**src/shared/uart_tx_pkg.sv**
```systemverilog
package uart_tx_pkg;

    // system clock rate; one high-speed clock period is one cycle of it
    localparam int CLOCK_HZ = 25_000_000;

    localparam int DATA_WIDTH = 8;
    localparam int FRAME_WIDTH = 9;
    localparam int DIVIDER_WIDTH = 8;

    // baud prescale as a shift: 64 in low-speed mode, 16 in high-speed mode
    localparam int BAUD_SHIFT_LOW = 6;
    localparam int BAUD_SHIFT_HIGH = 4;
    localparam int BAUD_COUNT_WIDTH = DIVIDER_WIDTH + BAUD_SHIFT_LOW + 1;

    // word lengths, bit counter width
    localparam logic [3:0] WORD_BITS_SHORT = 4'h8;
    localparam logic [3:0] WORD_BITS_LONG = 4'h9;

    // break: one start bit plus thirteen zero bits
    localparam logic [3:0] BREAK_ZERO_BITS = 4'hd;
    localparam logic [3:0] BREAK_LOW_BITS = BREAK_ZERO_BITS + 4'h1;

    localparam logic [1:0] STOP_ONE = 2'h1;
    localparam logic [1:0] STOP_TWO = 2'h2;

    localparam logic FLAG_RESET_VALUE = 1'b1;
    localparam logic LINE_IDLE = 1'b1;
    localparam logic LINE_ACTIVE = 1'b0;

    localparam int HOLD_COUNT_WIDTH = DIVIDER_WIDTH + 2;

    typedef enum logic [4:0] {
        st_idle  = 5'b00001,
        st_start = 5'b00010,
        st_data  = 5'b00100,
        st_break = 5'b01000,
        st_stop  = 5'b10000
    } tx_state_e;

endpackage

```
**src/shared/tx_stream_if.sv**
```systemverilog
interface tx_stream_if #(parameter int WIDTH = 8);
    logic [WIDTH-1:0] data;
    logic valid;
    logic ready;

    modport src (output data, output valid, input ready);
    modport sink (input data, input valid, output ready);
endinterface

```
**src/rtl/baud_tick_gen.sv**
```systemverilog
module baud_tick_gen (
    input wire logic clock,
    input wire logic reset,
    input wire logic run,
    input wire logic high_speed,
    input wire logic [uart_tx_pkg::DIVIDER_WIDTH-1:0] divider,
    output logic tick
);
    localparam int W = uart_tx_pkg::BAUD_COUNT_WIDTH;

    logic [W-1:0] count_q;
    logic tick_q;

    wire [W-1:0] div_plus_one = W'(divider) + W'(1);
    wire [W-1:0] period_high = div_plus_one << uart_tx_pkg::BAUD_SHIFT_HIGH;
    wire [W-1:0] period_low = div_plus_one << uart_tx_pkg::BAUD_SHIFT_LOW;
    wire [W-1:0] limit = (high_speed ? period_high : period_low) - W'(1);
    wire wrap = (count_q >= limit);

    assign tick = tick_q;

    // restarts with the transmitter so the first bit time is a full one
    always_ff @(posedge clock) begin
        if (reset || !run) begin
            count_q <= '0;
            tick_q <= 1'b0;
        end else begin
            count_q <= wrap ? '0 : count_q + W'(1);
            tick_q <= wrap;
        end
    end
endmodule

```
**src/rtl/tx_buffer.sv**
```systemverilog
module tx_buffer #(
    parameter int WIDTH = 8,
    parameter int DEPTH = 2
) (
    input wire logic clock,
    input wire logic reset,
    input wire logic flush,
    tx_stream_if.sink fill,
    tx_stream_if.src drain
);
    localparam int PTR_W = (DEPTH > 2) ? $clog2(DEPTH) : 1;
    localparam int CNT_W = $clog2(DEPTH + 1);

    generate
        if (DEPTH < 2 || (DEPTH & (DEPTH - 1)) != 0) begin : g_bad_depth
            $error("tx_buffer depth must be a power of two of at least 2");
        end
    endgenerate

    logic [WIDTH-1:0] mem_q [DEPTH];
    logic [PTR_W-1:0] wr_ptr_q;
    logic [PTR_W-1:0] rd_ptr_q;
    logic [CNT_W-1:0] count_q;
    logic [WIDTH-1:0] rd_data_q;

    wire push = fill.valid & fill.ready;
    wire pop = drain.valid & drain.ready;
    wire [PTR_W-1:0] rd_next = rd_ptr_q + PTR_W'(pop);

    assign fill.ready = (count_q != CNT_W'(DEPTH));
    assign drain.valid = (count_q != '0);
    assign drain.data = rd_data_q;

    always_ff @(posedge clock) begin
        if (push) begin
            mem_q[wr_ptr_q] <= fill.data;
        end
    end

    // read data registered; bypass keeps a word pushed into an empty buffer visible next cycle
    always_ff @(posedge clock) begin
        if (push && (count_q == CNT_W'(pop)) && (wr_ptr_q == rd_next)) begin
            rd_data_q <= fill.data;
        end else begin
            rd_data_q <= mem_q[rd_next];
        end
    end

    always_ff @(posedge clock) begin
        if (reset || flush) begin
            wr_ptr_q <= '0;
            rd_ptr_q <= '0;
            count_q <= '0;
        end else begin
            wr_ptr_q <= wr_ptr_q + PTR_W'(push);
            rd_ptr_q <= rd_next;
            count_q <= count_q + CNT_W'(push) - CNT_W'(pop);
        end
    end
endmodule

```
**src/rtl/uart_tx_frame_and_break.sv**
```systemverilog
// What this block does
// - word length is 8 bits, or 9 when word_length_select is set
// - parity_type_select picks odd or even parity
// - parity_enable puts a parity bit in the frame or leaves it out
// - one or two stop bits from stop_count_select, whatever the word length
// - parity or address bit is the last word bit; always one start bit
// - in 9-bit mode without parity the ninth bit comes from tx_ninth_bit
// - shift register reloads only after the stop bit, only if data waits
// - frame starts only with enable set, data loaded and a baud tick
// - dropping transmit_enable aborts the frame and releases the pin
// - data leaves least significant bit first
// - empty flag clears only by status access then data write
// - data writes are ignored while the empty flag is low
// - empty flag set when the holding buffer holds no word; drives interrupt
// - a write during a frame waits and goes out when that frame ends
// - a write while idle starts a frame at the next baud tick; the empty flag sets then
// - idle flag sets after stop bits or a break; cleared like empty flag
// - break_request held over divider plus one cycles while idle arms a break
// - break is a start bit, thirteen zero bits, then stop bits
// - software sets then clears break_request; a break raises no interrupt
// - break_request held on still ends the break with stop bits
// - enabled and not sending, the line stays high
// - bit time is 64 or 16 times divider plus one clocks
// - port disable drops enable and break, sets both flags
module uart_tx_frame_and_break #(
    parameter int DATA_WIDTH = uart_tx_pkg::DATA_WIDTH,
    parameter int BUFFER_DEPTH = 2
) (
    input wire logic clock,
    input wire logic reset,
    input wire logic port_enable,
    input wire logic transmit_enable,
    input wire logic word_length_select,
    input wire logic parity_type_select,
    input wire logic parity_enable,
    input wire logic stop_count_select,
    input wire logic tx_ninth_bit,
    input wire logic baud_high_speed,
    input wire logic [uart_tx_pkg::DIVIDER_WIDTH-1:0] divider_value,
    input wire logic break_request,
    input wire logic tx_empty_irq_enable,
    input wire logic status_access,
    input wire logic data_write,
    input wire logic [DATA_WIDTH-1:0] data_in,
    output logic tx_out,
    output logic tx_oe_n,
    output logic tx_empty_flag,
    output logic tx_idle_flag,
    output logic tx_irq
);
    localparam int FW = uart_tx_pkg::FRAME_WIDTH;
    localparam int HW = uart_tx_pkg::HOLD_COUNT_WIDTH;

    generate
        if (DATA_WIDTH != uart_tx_pkg::DATA_WIDTH) begin : g_bad_width
            $error("the frame builder only serves 8-bit data");
        end
    endgenerate

    // parity over the bits that precede it; odd when the type bit is set
    function automatic logic parity_of(input logic [DATA_WIDTH-1:0] bits, input logic odd);
        parity_of = (^bits) ^ odd;
    endfunction

    function automatic logic [FW-1:0] build_word(
        input logic [DATA_WIDTH-1:0] data,
        input logic nine,
        input logic par_en,
        input logic par_odd,
        input logic ninth
    );
        logic [DATA_WIDTH-1:0] low7;
        low7 = {1'b0, data[DATA_WIDTH-2:0]};
        if (nine) begin
            build_word = {par_en ? parity_of(data, par_odd) : ninth, data};
        end else if (par_en) begin
            build_word = {1'b0, parity_of(low7, par_odd), data[DATA_WIDTH-2:0]};
        end else begin
            build_word = {1'b0, data};
        end
    endfunction

    // registers
    uart_tx_pkg::tx_state_e state_q, state_d;
    logic [FW-1:0] shift_q, shift_d;
    logic [3:0] bit_cnt_q, bit_cnt_d;
    logic [1:0] stop_cnt_q, stop_cnt_d;
    logic tx_q, tx_d;
    logic oe_n_q;
    logic empty_flag_q, empty_flag_d;
    logic idle_flag_q, idle_flag_d;
    logic irq_q;
    logic seq_armed_q;
    logic [HW-1:0] hold_cnt_q;
    logic brk_pending_q;
    logic brk_used_q;

    tx_stream_if #(.WIDTH(DATA_WIDTH)) wr_if ();
    tx_stream_if #(.WIDTH(DATA_WIDTH)) rd_if ();

    // disabling the port masks enable and break; the source bits live outside
    wire tx_run = port_enable & transmit_enable;
    wire brk_req = port_enable & break_request;
    wire tick;

    baud_tick_gen u_baud (
        .clock(clock),
        .reset(reset),
        .run(tx_run),
        .high_speed(baud_high_speed),
        .divider(divider_value),
        .tick(tick)
    );

    tx_buffer #(
        .WIDTH(DATA_WIDTH),
        .DEPTH(BUFFER_DEPTH)
    ) u_hold (
        .clock(clock),
        .reset(reset),
        .flush(!port_enable),
        .fill(wr_if.sink),
        .drain(rd_if.src)
    );

    // write acceptance: needs the status access first and an empty flag
    wire write_take = data_write & seq_armed_q & empty_flag_q & wr_if.ready & port_enable;
    assign wr_if.valid = write_take;
    assign wr_if.data = data_in;

    // frame decode
    wire in_idle = (state_q == uart_tx_pkg::st_idle);
    wire in_stop = (state_q == uart_tx_pkg::st_stop);
    wire stop_last = in_stop & (stop_cnt_q == 2'h1);
    wire load_slot = tick & (in_idle | stop_last);
    wire start_break = load_slot & brk_pending_q;
    wire start_data = load_slot & ~brk_pending_q & rd_if.valid;
    wire frame_done = tick & stop_last;
    assign rd_if.ready = start_data;

    wire [FW-1:0] new_word = build_word(rd_if.data, word_length_select, parity_enable,
                                        parity_type_select, tx_ninth_bit);
    wire [3:0] word_bits = word_length_select ? uart_tx_pkg::WORD_BITS_LONG
                                              : uart_tx_pkg::WORD_BITS_SHORT;
    wire [1:0] stop_bits = stop_count_select ? uart_tx_pkg::STOP_TWO
                                             : uart_tx_pkg::STOP_ONE;

    // break arming: hold time measured in system clocks while idle
    wire [HW-1:0] hold_limit = HW'(divider_value) + HW'(1);
    wire hold_counting = brk_req & idle_flag_q & in_idle;
    wire hold_met = (hold_cnt_q > hold_limit);

    always_comb begin
        state_d = state_q;
        shift_d = shift_q;
        bit_cnt_d = bit_cnt_q;
        stop_cnt_d = stop_cnt_q;
        tx_d = tx_q;
        if (!tx_run) begin
            state_d = uart_tx_pkg::st_idle;
            tx_d = uart_tx_pkg::LINE_IDLE;
            bit_cnt_d = '0;
            stop_cnt_d = '0;
        end else if (tick) begin
            case (state_q)
                uart_tx_pkg::st_start: begin
                    state_d = uart_tx_pkg::st_data;
                    tx_d = shift_q[0];
                    shift_d = shift_q >> 1;
                end
                uart_tx_pkg::st_data: begin
                    if (bit_cnt_q == 4'h1) begin
                        state_d = uart_tx_pkg::st_stop;
                        tx_d = uart_tx_pkg::LINE_IDLE;
                        stop_cnt_d = stop_bits;
                    end else begin
                        tx_d = shift_q[0];
                        shift_d = shift_q >> 1;
                        bit_cnt_d = bit_cnt_q - 4'h1;
                    end
                end
                uart_tx_pkg::st_break: begin
                    if (bit_cnt_q == 4'h1) begin
                        // stop bits follow even if the request is still high
                        state_d = uart_tx_pkg::st_stop;
                        tx_d = uart_tx_pkg::LINE_IDLE;
                        stop_cnt_d = stop_bits;
                    end else begin
                        bit_cnt_d = bit_cnt_q - 4'h1;
                    end
                end
                uart_tx_pkg::st_stop: begin
                    if (stop_cnt_q != 2'h1) begin
                        stop_cnt_d = stop_cnt_q - 2'h1;
                    end else begin
                        state_d = uart_tx_pkg::st_idle;
                        tx_d = uart_tx_pkg::LINE_IDLE;
                    end
                end
                default: begin
                    tx_d = uart_tx_pkg::LINE_IDLE;
                end
            endcase
            if (start_break) begin
                state_d = uart_tx_pkg::st_break;
                tx_d = uart_tx_pkg::LINE_ACTIVE;
                bit_cnt_d = uart_tx_pkg::BREAK_LOW_BITS;
            end else if (start_data) begin
                state_d = uart_tx_pkg::st_start;
                tx_d = uart_tx_pkg::LINE_ACTIVE;
                shift_d = new_word;
                bit_cnt_d = word_bits;
            end
        end
    end

    // flags: a hardware set outranks a same-cycle clear
    wire empty_set = ~rd_if.valid & ~wr_if.valid;
    wire idle_set = frame_done;

    always_comb begin
        empty_flag_d = empty_flag_q;
        idle_flag_d = idle_flag_q;
        if (write_take) begin
            empty_flag_d = 1'b0;
            idle_flag_d = 1'b0;
        end
        if (empty_set || !port_enable) begin
            empty_flag_d = 1'b1;
        end
        if (idle_set || !port_enable) begin
            idle_flag_d = 1'b1;
        end
    end

    always_ff @(posedge clock) begin
        if (reset) begin
            state_q <= uart_tx_pkg::st_idle;
            shift_q <= '0;
            bit_cnt_q <= '0;
            stop_cnt_q <= '0;
            tx_q <= uart_tx_pkg::LINE_IDLE;
            oe_n_q <= 1'b1;
        end else begin
            state_q <= state_d;
            shift_q <= shift_d;
            bit_cnt_q <= bit_cnt_d;
            stop_cnt_q <= stop_cnt_d;
            tx_q <= tx_d;
            oe_n_q <= ~tx_run;
        end
    end

    always_ff @(posedge clock) begin
        if (reset) begin
            empty_flag_q <= uart_tx_pkg::FLAG_RESET_VALUE;
            idle_flag_q <= uart_tx_pkg::FLAG_RESET_VALUE;
            irq_q <= 1'b0;
            seq_armed_q <= 1'b0;
        end else begin
            empty_flag_q <= empty_flag_d;
            idle_flag_q <= idle_flag_d;
            // break frames never touch the empty flag, so they raise nothing here
            irq_q <= empty_flag_d & tx_empty_irq_enable & port_enable;
            seq_armed_q <= port_enable & (status_access | (seq_armed_q & ~data_write));
        end
    end

    // one break per request: the request must fall before another can arm
    always_ff @(posedge clock) begin
        if (reset) begin
            hold_cnt_q <= '0;
            brk_pending_q <= 1'b0;
            brk_used_q <= 1'b0;
        end else begin
            if (!hold_counting) begin
                hold_cnt_q <= '0;
            end else if (!hold_met) begin
                hold_cnt_q <= hold_cnt_q + HW'(1);
            end
            if (!brk_req || !tx_run) begin
                brk_pending_q <= 1'b0;
            end else if (start_break) begin
                brk_pending_q <= 1'b0;
            end else if (hold_met && !brk_used_q) begin
                brk_pending_q <= 1'b1;
            end
            if (!brk_req) begin
                brk_used_q <= 1'b0;
            end else if (start_break) begin
                brk_used_q <= 1'b1;
            end
        end
    end

    assign tx_out = tx_q;
    assign tx_oe_n = oe_n_q;
    assign tx_empty_flag = empty_flag_q;
    assign tx_idle_flag = idle_flag_q;
    assign tx_irq = irq_q;
endmodule

```
**config.mk**
```make
export PLATFORM = sky130hd
export DESIGN_NAME = uart_tx_frame_and_break
export DESIGN_NICKNAME = d
export VERILOG_FILES = /design/src/shared/uart_tx_pkg.sv /design/src/shared/tx_stream_if.sv /design/src/rtl/baud_tick_gen.sv /design/src/rtl/tx_buffer.sv /design/src/rtl/uart_tx_frame_and_break.sv
export SDC_FILE = /design/constraint.sdc
export NUM_CORES = 1
export LEC_CHECK = 0
export ABC_AREA = 0
export BUFFER_PORTS_ARGS = -buffer_cell sky130_fd_sc_hd__buf_2
export CAP_MARGIN = 20
export CORE_ASPECT_RATIO = 1.5
export CORE_UTILIZATION = 60
export CTS_CLUSTER_DIAMETER = 200
export DETAILED_ROUTE_END_ITERATION = 8
export PLACE_DENSITY_LB_ADDON = 0.05
export SLEW_MARGIN = 40
export SYNTH_ARGS = -nofsm -noshare
export SYNTH_HDL_FRONTEND = slang
export SYNTH_SLANG_ARGS = --single-unit
```
**constraint.sdc**
```tcl
create_clock -name clock -period 3.9 [get_ports clock]
set_clock_uncertainty 0.1 [all_clocks]
set_input_delay 0.195 -clock clock [delete_from_list [all_inputs] [get_ports clock]]
set_output_delay 0.195 -clock clock [all_outputs]
set_load 0.01 [all_outputs]
```
==> results.py, run 1 <==
metrics = {
    "status": {
        "status": "finished clean",
    },
    "floorplan": {
        "die_area_um2": 8250,
        "core_area_um2": 7610,
        "io_pins": 35,
        "rows": 39,
        "start_util_pct": 62.1,
        "fp.dieW_um": 74.5,
        "die_h_um": 111,
    },
    "power_and_ir_drop": {
        "p_per_area_nw_per_um2": 348,
        "p_leak_nw": 2.09,
        "ir_drop_mv": 0.336,
    },
    "critical_path": {
        "slowest_delay_ps": 540,
        "crit_buf_inv": 2,
        "critical_path.top_delay_family": "simple AND/OR/NAND/NOR gates",
        "cp-start-kind": "input pin",
        "end_kind": "flop",
        "worstPathArrival_ps": 3300,
        "critical_path.max_fanout": 11,
        "cp_data_required_time_ps": 4070,
        "crit_slowest_cell": "or4_1",
        "rrSetupSlack_ps": 810,
        "path_cells": "buf_2 -> ha_1 -> nand3_1 -> xnor2_1 -> inv_1 -> ha_1 -> and3_1 -> o21ai_0 -> or4b_1 -> o311ai_1 -> o32ai_2 -> or4_1 -> a21oi_1",
        "path_class": "in2reg",
        "critPathMostFrequentCell": "ha_1",
    },
    "synth": {
        "yosys.area.top_type_share_pct": 27.9,
        "ys_seq_elements": 82,
        "ys_types": 68,
        "seq_area_frac_synth_pct": 38.1,
        "synth_flop_cell": "dfxtp_1",
        "synth_area_leaders": "dfxtp_1 28%, edfxtp_1 10%, ha_1 7.7%",
        "syn_nets": 590,
        "asyncSetResetFlopFracSynth_pct": 0,
        "yosysTopAreaCell": "dfxtp_1",
        "syn_area_per_cell_um2": 8.91,
        "synth_common_cells": "66 x dfxtp_1, 61 x nor2_1, 34 x a21oi_1, 33 x nand2_1, 29 x ha_1",
        "yosysMostFrequentCell": "dfxtp_1",
        "ys.warnings.count": 0,
        "synth_edf_count": 16,
        "syn_area_um2": 4730,
        "synthCells": 531,
    },
    "clock_network": {
        "clk_pin_slew_ps": 60,
        "cts_resized": 0,
        "cts.sinks": 82,
        "clk_latency_ps": 340,
        "h-tree-depth": 3,
        "cts_buffers": 9,
        "postCtsSetupBuffers": 0,
        "cts_buffer_depth": 2,
        "cts_tree": "built",
        "clockRootBuffer": "clkbuf_16",
    },
    "timing": {
        "slew_violations": 0,
        "setup_tns_ps": 0,
        "max_freq_ghz": 0.319,
        "whs_ps": 29.2,
        "relSlewSlack_pct": 54.9,
        "hold_violations": 0,
        "rsz0062_at_grt": "false",
        "worstMarginPinSlew_ps": 675,
        "period_needed_ps": 3140,
        "timing.final.crit_share_pct": 80.5,
        "setup_viol_count_final": 0,
    },
    "global_routing": {
        "grt_pass1_wl_um": 16900,
        "grt.overflow.total": 0,
        "grt_use_total_pct": 26.3,
        "antenna_found_initial": 0,
        "grt_pass1_vias": 3777,
        "grt_max_degree": 18,
    },
    "placed_design": {
        "port_buffers": 34,
        "gp_congestion": 0.933,
        "hpwl_um": 7470,
    },
    "detailed_routing": {
        "drt_pass1_iterations": 4,
        "detail_route.wl_per_cell_um": 15.2,
        "ant_nets": 0,
        "first_iter_violations": 206,
        "drc": 0,
        "routed_wirelength_um": 10300,
        "vias_per_cell": 5.88,
        "via_count": 3991,
    },
    "final_layout": {
        "nets": 631,
        "antenna_cells": 0,
        "drive_above_1_share_pct": 12.8,
        "area_growth_pct": 13.5,
    },
    "flow_run": {
        "drv_cap": 0,
    },
    "worst_hold_path": {
        "worstHoldPathType": "in2reg",
    },
}
stage by stage:
stage / setup WS, ps / instances / instance area, µm² / utilization, % / total power [mW]
detailed placement: 451 / 653 / 4970 / 65.3 / 1.04
global route: 497 / 679 / 5370 / 70.5 / 1.94
CTS: 790 / 679 / 5370 / 70.5 / 1.88
global placement: 532 / 653 / 4970 / 65.3 / 1.04
floorplan: 790 / 531 / 4730 / - / 0.991
finish: 762 / 679 / 5370 / 70.5 / 1.87
state kept, by name, indices dropped and copies added (netlist names), 2 cells and up:
name,flops
u_hold.mem_q,16
u_baud.count_q,15
hold_cnt_q,10
shift_q,9
u_hold.drain.data,8
state_q,5
bit_cnt_q,4
stop_cnt_q,2
u_hold.count_q,2
worst register-to-register path: cells and delay by family (launching register included):
kind | cells | cell delay, ps
buffers and inverters | 3 | 300
and+or+nand+nor | 3 | 1200
DFF | 1 | 310
AOI/OAI and AO/OA | 2 | 470
adders and majority gates | 2 | 560
layout by cell type, fill, tap and decap left out, types with 7 or more instances in the layout:
master,count
dfxtp_1,66
nand4_1,10
a21oi_1,34
nor2b_1,7
clkbuf_16,9
nor2_1,61
o22ai_1,9
nand2b_1,9
mux2i_1,14
nand2_1,33
dlygate4sd3_1,10
inv_1,24
and3_1,8
a211oi_1,16
nor3_1,13
edfxtp_1,16
xnor2_1,27
nand3_1,24
buf_2,34
xor2_1,11
ha_1,29
o21ai_0,14
path summary, 6_finish.rpt:
check | from | endpoint | cells past startpoint
worst max-delay path | divider_value[0] | hold_cnt_q[3] | 13
worst min-delay path | transmit_enable | brk_pending_q | 2
worst max register to register | stop_cnt_q[1] | u_hold.drain.data[1] | 10
worst min register to register | stop_cnt_q[1] | stop_cnt_q[1] | 2
cell type report:
| class | instances | area, µm² |
|---|---|---|
| clock inverters | 6 | 67.6 |
| clock buffers | 10 | 229 |
| inverters | 24 | 90.1 |
| flip-flops and latches | 82 | 1800 |
| multi-input cells | 407 | 2750 |
| repair buffers | 48 | 300 |
| well taps | 102 | 128 |
| fillers | 648 | 2250 |
power breakdown:
part / internal, mW / total (mW) / switching, mW
clock: 0.498 / 0.837 / 0.339
sequential: 0.869 / 0.874 / 0.00451
combinational: 0.0681 / 0.155 / 0.0871
total: 1.44 / 1.87 / 0.430
logic make-up (layout without fill, tap and decap cells):
logic type | after synthesis | count (layout) | share of synthesized area (%)
buffers and inverters | 42 | 88 | 3.76
XOR/XNOR | 39 | 39 | 7.62
flip-flops | 82 | 82 | 38.1
AO/OA/AOI/OAI | 122 | 122 | 17.8
multiplexers | 17 | 17 | 3.68
AND/OR/NAND/NOR | 199 | 199 | 21.2
adder cells (fa/ha/maj) | 30 | 30 | 7.88
metal layers:
layer / vias up / wire length (µm) / track usage (%)
met1: 1904 / 4270 / 29.9
met3: 15 / 247 / 4.27
met5: - / 0 / 0
li1: 2014 / - / -
met4: 0 / 177 / 9.18
met2: 58 / 5600 / 47.6
repair_timing:
item                                   in CTS  in global routing
endpoints found under the hold margin      18                  0
setup endpoints to repair                   0                  0
hold buffers                               10                  0
No activity file was read; power rests on OpenSTA's default activity.
==> inputs of run 2 (changes only) <==
clock period = 3.2 ns   (was 3.9 ns; I/O delays follow)
==> run 2 against run 1 <==
Core utilization is 1.3 points higher; routed wire length is 2.9% higher; via count is 1.8% higher; clock-buffer cell count stayed put; final area is 1.8% higher; critical path type unchanged; critical endpoint is now hold_cnt_q[2]; largest power group unchanged; highest routed layer unchanged.
==> results.py, run 2 (synthesized netlist as in run 1, its figures left out) <==
metrics = {
    "flow_run": {
        "drv_cap": 0,
    },
    "timing": {
        "hold_violations": 0,
        "whs_ps": 17.6,
        "worstMarginPinSlew_ps": 704,
        "slew_violations": 0,
        "rsz0062_at_grt": "false",
        "period_needed_ps": 2990,
        "relSlewSlack_pct": 53.0,
        "setup_viol_count_final": 0,
        "timing.final.crit_share_pct": 93.6,
        "max_freq_ghz": 0.334,
    },
    "detailed_routing": {
        "via_count": 4064,
        "vias_per_cell": 5.87,
        "first_iter_violations": 146,
        "routed_wirelength_um": 10600,
        "ant_nets": 0,
        "drc": 0,
        "drt_pass1_iterations": 5,
        "detail_route.wl_per_cell_um": 15.3,
    },
    "global_routing": {
        "grt_pass1_wl_um": 17500,
        "grt.overflow.total": 0,
        "grt_use_total_pct": 27.3,
        "grt_max_degree": 17,
        "antenna_found_initial": 0,
        "grt_pass1_vias": 4022,
    },
    "placed_design": {
        "dp_cells": 666,
        "port_buffers": 34,
        "hpwl_um": 7870,
        "gp_congestion": 0.831,
    },
    "critical_path": {
        "path_cells": "buf_2 -> ha_1 -> nand3_1 -> xnor2_1 -> inv_1 -> ha_1 -> and3_1 -> o21ai_0 -> or4b_1 -> o311ai_1 -> o32ai_2 -> or4_1 -> a21oi_1",
        "slowest_delay_ps": 500,
        "critPathMostFrequentCell": "ha_1",
        "rrSetupSlack_ps": 400,
        "cp-start-kind": "input pin",
        "end_kind": "flop",
        "worstPathArrival_ps": 3160,
        "critical_path.max_fanout": 8,
        "path_class": "in2reg",
        "crit_slowest_cell": "or4_1",
        "cp_data_required_time_ps": 3360,
    },
    "floorplan": {
        "start_util_pct": 62.1,
        "fp.dieW_um": 74.5,
        "core_area_um2": 7610,
        "die_h_um": 111,
        "io_pins": 35,
        "rows": 39,
        "die_area_um2": 8250,
    },
    "clock_network": {
        "clk_latency_ps": 330,
        "cts_buffers": 9,
        "cts_tree": "built",
        "h-tree-depth": 3,
        "cts_buffer_depth": 2,
        "clk_pin_slew_ps": 60,
        "clockRootBuffer": "clkbuf_16",
        "cts.sinks": 82,
    },
    "power_and_ir_drop": {
        "ir_drop_mv": 0.503,
        "p_per_area_nw_per_um2": 418,
        "p_leak_nw": 2.15,
    },
    "final_layout": {
        "drive_above_1_share_pct": 14.9,
        "antenna_cells": 0,
        "largest_reg_flops": 16,
        "reg_top3": "u_hold.mem_q x16, u_baud.count_q x15, hold_cnt_q x10",
        "nets": 644,
        "final_common_cell": "dfxtp_1",
        "regMostFlops": "u_hold.mem_q",
        "post-route-util_pct": 71.8,
        "mostFrequentLayoutCells": "66 x dfxtp_1, 60 x nor2_1, 34 x a21oi_1, 34 x buf_2, 33 x nand2_1",
        "instances_no_fill": 692,
        "area_growth_pct": 15.6,
    },
    "status": {
        "status": "finished clean",
    },
    "worst_hold_path": {
        "worstHoldPathType": "in2reg",
    },
}
run 2: worst paths after layout:
path / start / to / cells after the start
setup reg to reg: stop_cnt_q[1] / u_hold.drain.data[5] / 10
setup / recovery: divider_value[1] / hold_cnt_q[2] / 13
hold reg to reg: shift_q[8] / shift_q[8] / 2
hold / removal: word_length_select / shift_q[8] / 3
run 2: cell type report:
| cell class | count | area, µm² |
|---|---|---|
| clock buffers | 10 | 229 |
| fillers | 621 | 2150 |
| inverters | 24 | 90.1 |
| multi-input cells | 407 | 2750 |
| well taps | 102 | 128 |
| repair buffers | 61 | 398 |
| clock inverters | 6 | 66.3 |
| flip-flops and latches | 82 | 1800 |
run 2: critical path: cells and delay by family:
family,cells,cell delay (ps)
adder cells (fa/ha/maj),2,550
buffers and inverters,2,240
AO/OA/AOI/OAI,4,630
XOR/XNOR,1,300
AND/OR/NAND/NOR,4,1260
run 2: stage by stage:
stage | instance area (µm²) | setup slack (ps) | TNS (ps) | power (mW)
after floorplan | 4730 | 125 | 0 | 1.21
after global placement | 5070 | 47.6 | 0 | 1.27
after detailed placement | 5070 | -94.6 | -700 | 1.28
after CTS | 5460 | 250 | 0 | 2.30
after global routing | 5470 | 8.39 | 0 | 2.35
final | 5470 | 205 | 0 | 2.28
run 2: metal layers:
layer	routed length, µm	share of wire (%)	global-route usage [%]	vias up
met5	0	0	0	-
met4	306	2.9	12.8	0
met3	324	3.1	4.00	23
met2	5580	53	50.2	93
met1	4380	41	29.1	1907
li1	-	-	-	2041
run 2: where the power goes:
part | total, mW | switching (mW) | internal [mW]
Sequential | 1.07 | 0.00562 | 1.06
Combinational | 0.202 | 0.110 | 0.0917
Clock | 1.02 | 0.410 | 0.605
Total | 2.28 | 0.526 | 1.76
run 2: timing repair:
| action | CTS | global route |
|---|---|---|
| gates resized for setup | 0 | 1 |
| hold buffers | 10 | 0 |
| endpoints found under the setup margin | 0 | 3 |
| buffers inserted | 0 | 0 |
| hold endpoints to repair | 19 | 0 |
==> inputs of run 3 (changes only) <==
TNS_END_PERCENT = 5   (was not set)
clock period = 3.1 ns   (was 3.2 ns; I/O delays follow)
==> run 3 against run 2 <==
Largest cell class unchanged; setup slack improved by 79 ps; cell count up 2.0%; core utilization grew 1.4 points; sequential cell count is the same; final area up 2.0%; highest routed layer unchanged; hold slack worse by 9.5 ps; largest power group unchanged; routed wire length fell by 1.1%; critical path depth is the same; non-clock buffer count up 14; combinational power grew 8%; via count increased by 0.27%; critical path type unchanged; power is 3.6% higher.
==> results.py, run 3 (synthesized netlist as in run 1, its figures left out) <==
metrics = {
    "status": {
        "status": "finished clean",
    },
    "critical_path": {
        "critPathMostFrequentCell": "ha_1",
        "setup.worst_path.end": "hold_cnt_q[3]",
        "rrSetupSlack_ps": 300,
        "critical_path.top_delay_family": "simple AND/OR/NAND/NOR gates",
        "reg2reg_depth": 10,
        "crit_buf_inv": 2,
        "worstPathArrival_ps": 2980,
        "critical_path.max_fanout": 7,
        "end_kind": "flop",
        "path_class": "in2reg",
        "crit_slowest_cell": "or4_1",
        "r2r-start": "stop_cnt_q[1]",
        "path_cells": "buf_2 -> ha_1 -> nand3_1 -> xnor2_2 -> inv_1 -> ha_1 -> and3_1 -> o21ai_0 -> or4b_1 -> o311ai_1 -> o32ai_2 -> or4_1 -> a21oi_1",
        "slowest_delay_ps": 520,
        "cp-start-kind": "input pin",
        "reg2reg_to": "u_hold.drain.data[2]",
        "worst-path-stages": 13,
        "critPathLaunch": "divider_value[1]",
        "cp_data_required_time_ps": 3270,
    },
    "power_and_ir_drop": {
        "p_leak_nw": 2.23,
        "p_per_area_nw_per_um2": 424,
        "finalPower_mw": 2.36,
        "ir_drop_mv": 0.455,
    },
    "floorplan": {
        "die_h_um": 111,
        "fp.dieW_um": 74.5,
        "start_util_pct": 62.1,
        "io_pins": 35,
        "rows": 39,
        "core_area_um2": 7610,
        "die_area_um2": 8250,
    },
    "final_layout": {
        "antenna_cells": 0,
        "area_growth_pct": 17.9,
        "final_common_cell": "dfxtp_1",
        "nFillCells": 614,
        "post-route-util_pct": 73.2,
        "instances_no_fill": 706,
        "largest_reg_flops": 16,
        "nets": 658,
        "regMostFlops": "u_hold.mem_q",
        "drive_above_1_share_pct": 16.9,
        "reg_top3": "u_hold.mem_q x16, u_baud.count_q x15, hold_cnt_q x10",
        "mostFrequentLayoutCells": "66 x dfxtp_1, 61 x nor2_1, 34 x a21oi_1, 34 x buf_2, 33 x nand2_1",
    },
    "timing": {
        "worstMarginPinSlew_ps": 670,
        "setup_viol_count_final": 0,
        "relSlewSlack_pct": 55.3,
        "period_needed_ps": 2820,
        "setup_tns_ps": 0,
        "hold_violations": 0,
        "rsz0062_at_grt": "false",
        "whs_ps": 8.05,
        "timing.final.crit_share_pct": 90.8,
        "max_freq_ghz": 0.355,
        "slew_violations": 0,
    },
    "global_routing": {
        "grt_max_degree": 17,
        "grt.overflow.total": 0,
        "antenna_found_initial": 0,
        "grt_pass1_vias": 3947,
        "grt_use_total_pct": 27.4,
        "grt_pass1_wl_um": 17500,
    },
    "detailed_routing": {
        "drt_pass1_iterations": 4,
        "ant_nets": 0,
        "via_count": 4075,
        "detail_route.wl_per_cell_um": 14.8,
        "first_iter_violations": 205,
        "vias_per_cell": 5.77,
        "routed_wirelength_um": 10500,
        "drc": 0,
    },
    "worst_hold_path": {
        "worstHoldPathType": "in2reg",
        "holdPathStages": 3,
    },
    "clock_network": {
        "clk_latency_ps": 340,
        "cts_buffers": 9,
        "h-tree-depth": 3,
        "clockRootBuffer": "clkbuf_16",
        "clk_pin_slew_ps": 60,
        "cts_tree": "built",
        "cts_buffer_depth": 2,
        "cts.sinks": 82,
    },
    "placed_design": {
        "port_buffers": 34,
        "hpwl_um": 7830,
        "gp_congestion": 0.861,
        "dp_cells": 680,
    },
    "flow_run": {
        "drv_cap": 0,
    },
}
## run 3: cell count changes in the layout (fill, tap and decap cells not counted)
cell        delta
clkinv_2       +1
buf_4         +14
clkinvlp_4     -2
nor2_2         -1
xnor2_2        +1
clkinv_4       +1
nor2_1         +1
xnor2_1        -1
## run 3: what timing repair did
| item | CTS | global route |
|---|---|---|
| resized for setup | 0 | 1 |
| setup endpoints to repair | 0 | 1 |
| hold buffers | 10 | 0 |
| setup buffers | 0 | 0 |
| endpoints found under the hold margin | 19 | 0 |
## run 3: worst min-delay path by stage
| stage | start | to | slack, ps |
|---|---|---|---|
| 2_1_floorplan | data_in[0] | u_hold.mem_q[0][0] | 150 |
| 3_3_place_gp | data_in[1] | u_hold.mem_q[1][1] | 260 |
| 3_5_place_dp | data_in[7] | u_hold.mem_q[0][7] | 260 |
| 4_1_cts | transmit_enable | brk_pending_q | 0.4 |
| 5_1_grt | transmit_enable | brk_pending_q | 20 |
| 6_report | word_length_select | shift_q[8] | 8 |
## run 3: worst min-delay path, cell delays in order
cell     delay [ps]
buf_2           120
nand4_1          60
a21oi_1          60
## run 3: cell type report
type | count | area, µm² | share of cell area, %
multi-input cells | 407 | 2760 | 49.5
flip-flops and latches | 82 | 1800 | 32.3
repair buffers | 75 | 503 | 9.02
clock buffers | 10 | 229 | 4.11
well taps | 102 | 128 | 2.29
inverters | 24 | 90.1 | 1.62
clock inverters | 6 | 65.1 | 1.17
## run 3: report_power, final
group / switching (mW) / internal (mW)
Combinational: 0.114 / 0.104
Clock: 0.423 / 0.625
Sequential: 0.00544 / 1.09
Total: 0.542 / 1.82
## run 3: per-stage QoR
stage | worst slack (ps) | instance area (µm²)
2_1_floorplan | 30.0 | 4730
3_3_place_gp | 25.4 | 5170
3_5_place_dp | -59.7 | 5170
4_1_cts | 285 | 5570
5_1_grt | 13.2 | 5570
6_report | 284 | 5570
## run 3: per-layer routing
layer  share of wire, %  track usage [%]  wire length, µm  vias to the layer above
met2                 54             48.2             5610                       68
li1                   -                -                -                     2067
met3                3.6             5.27              377                       18
met4                2.5             12.7              263                        0
met1                 40             30.4             4230                     1922
met5                  0                0                0                        -
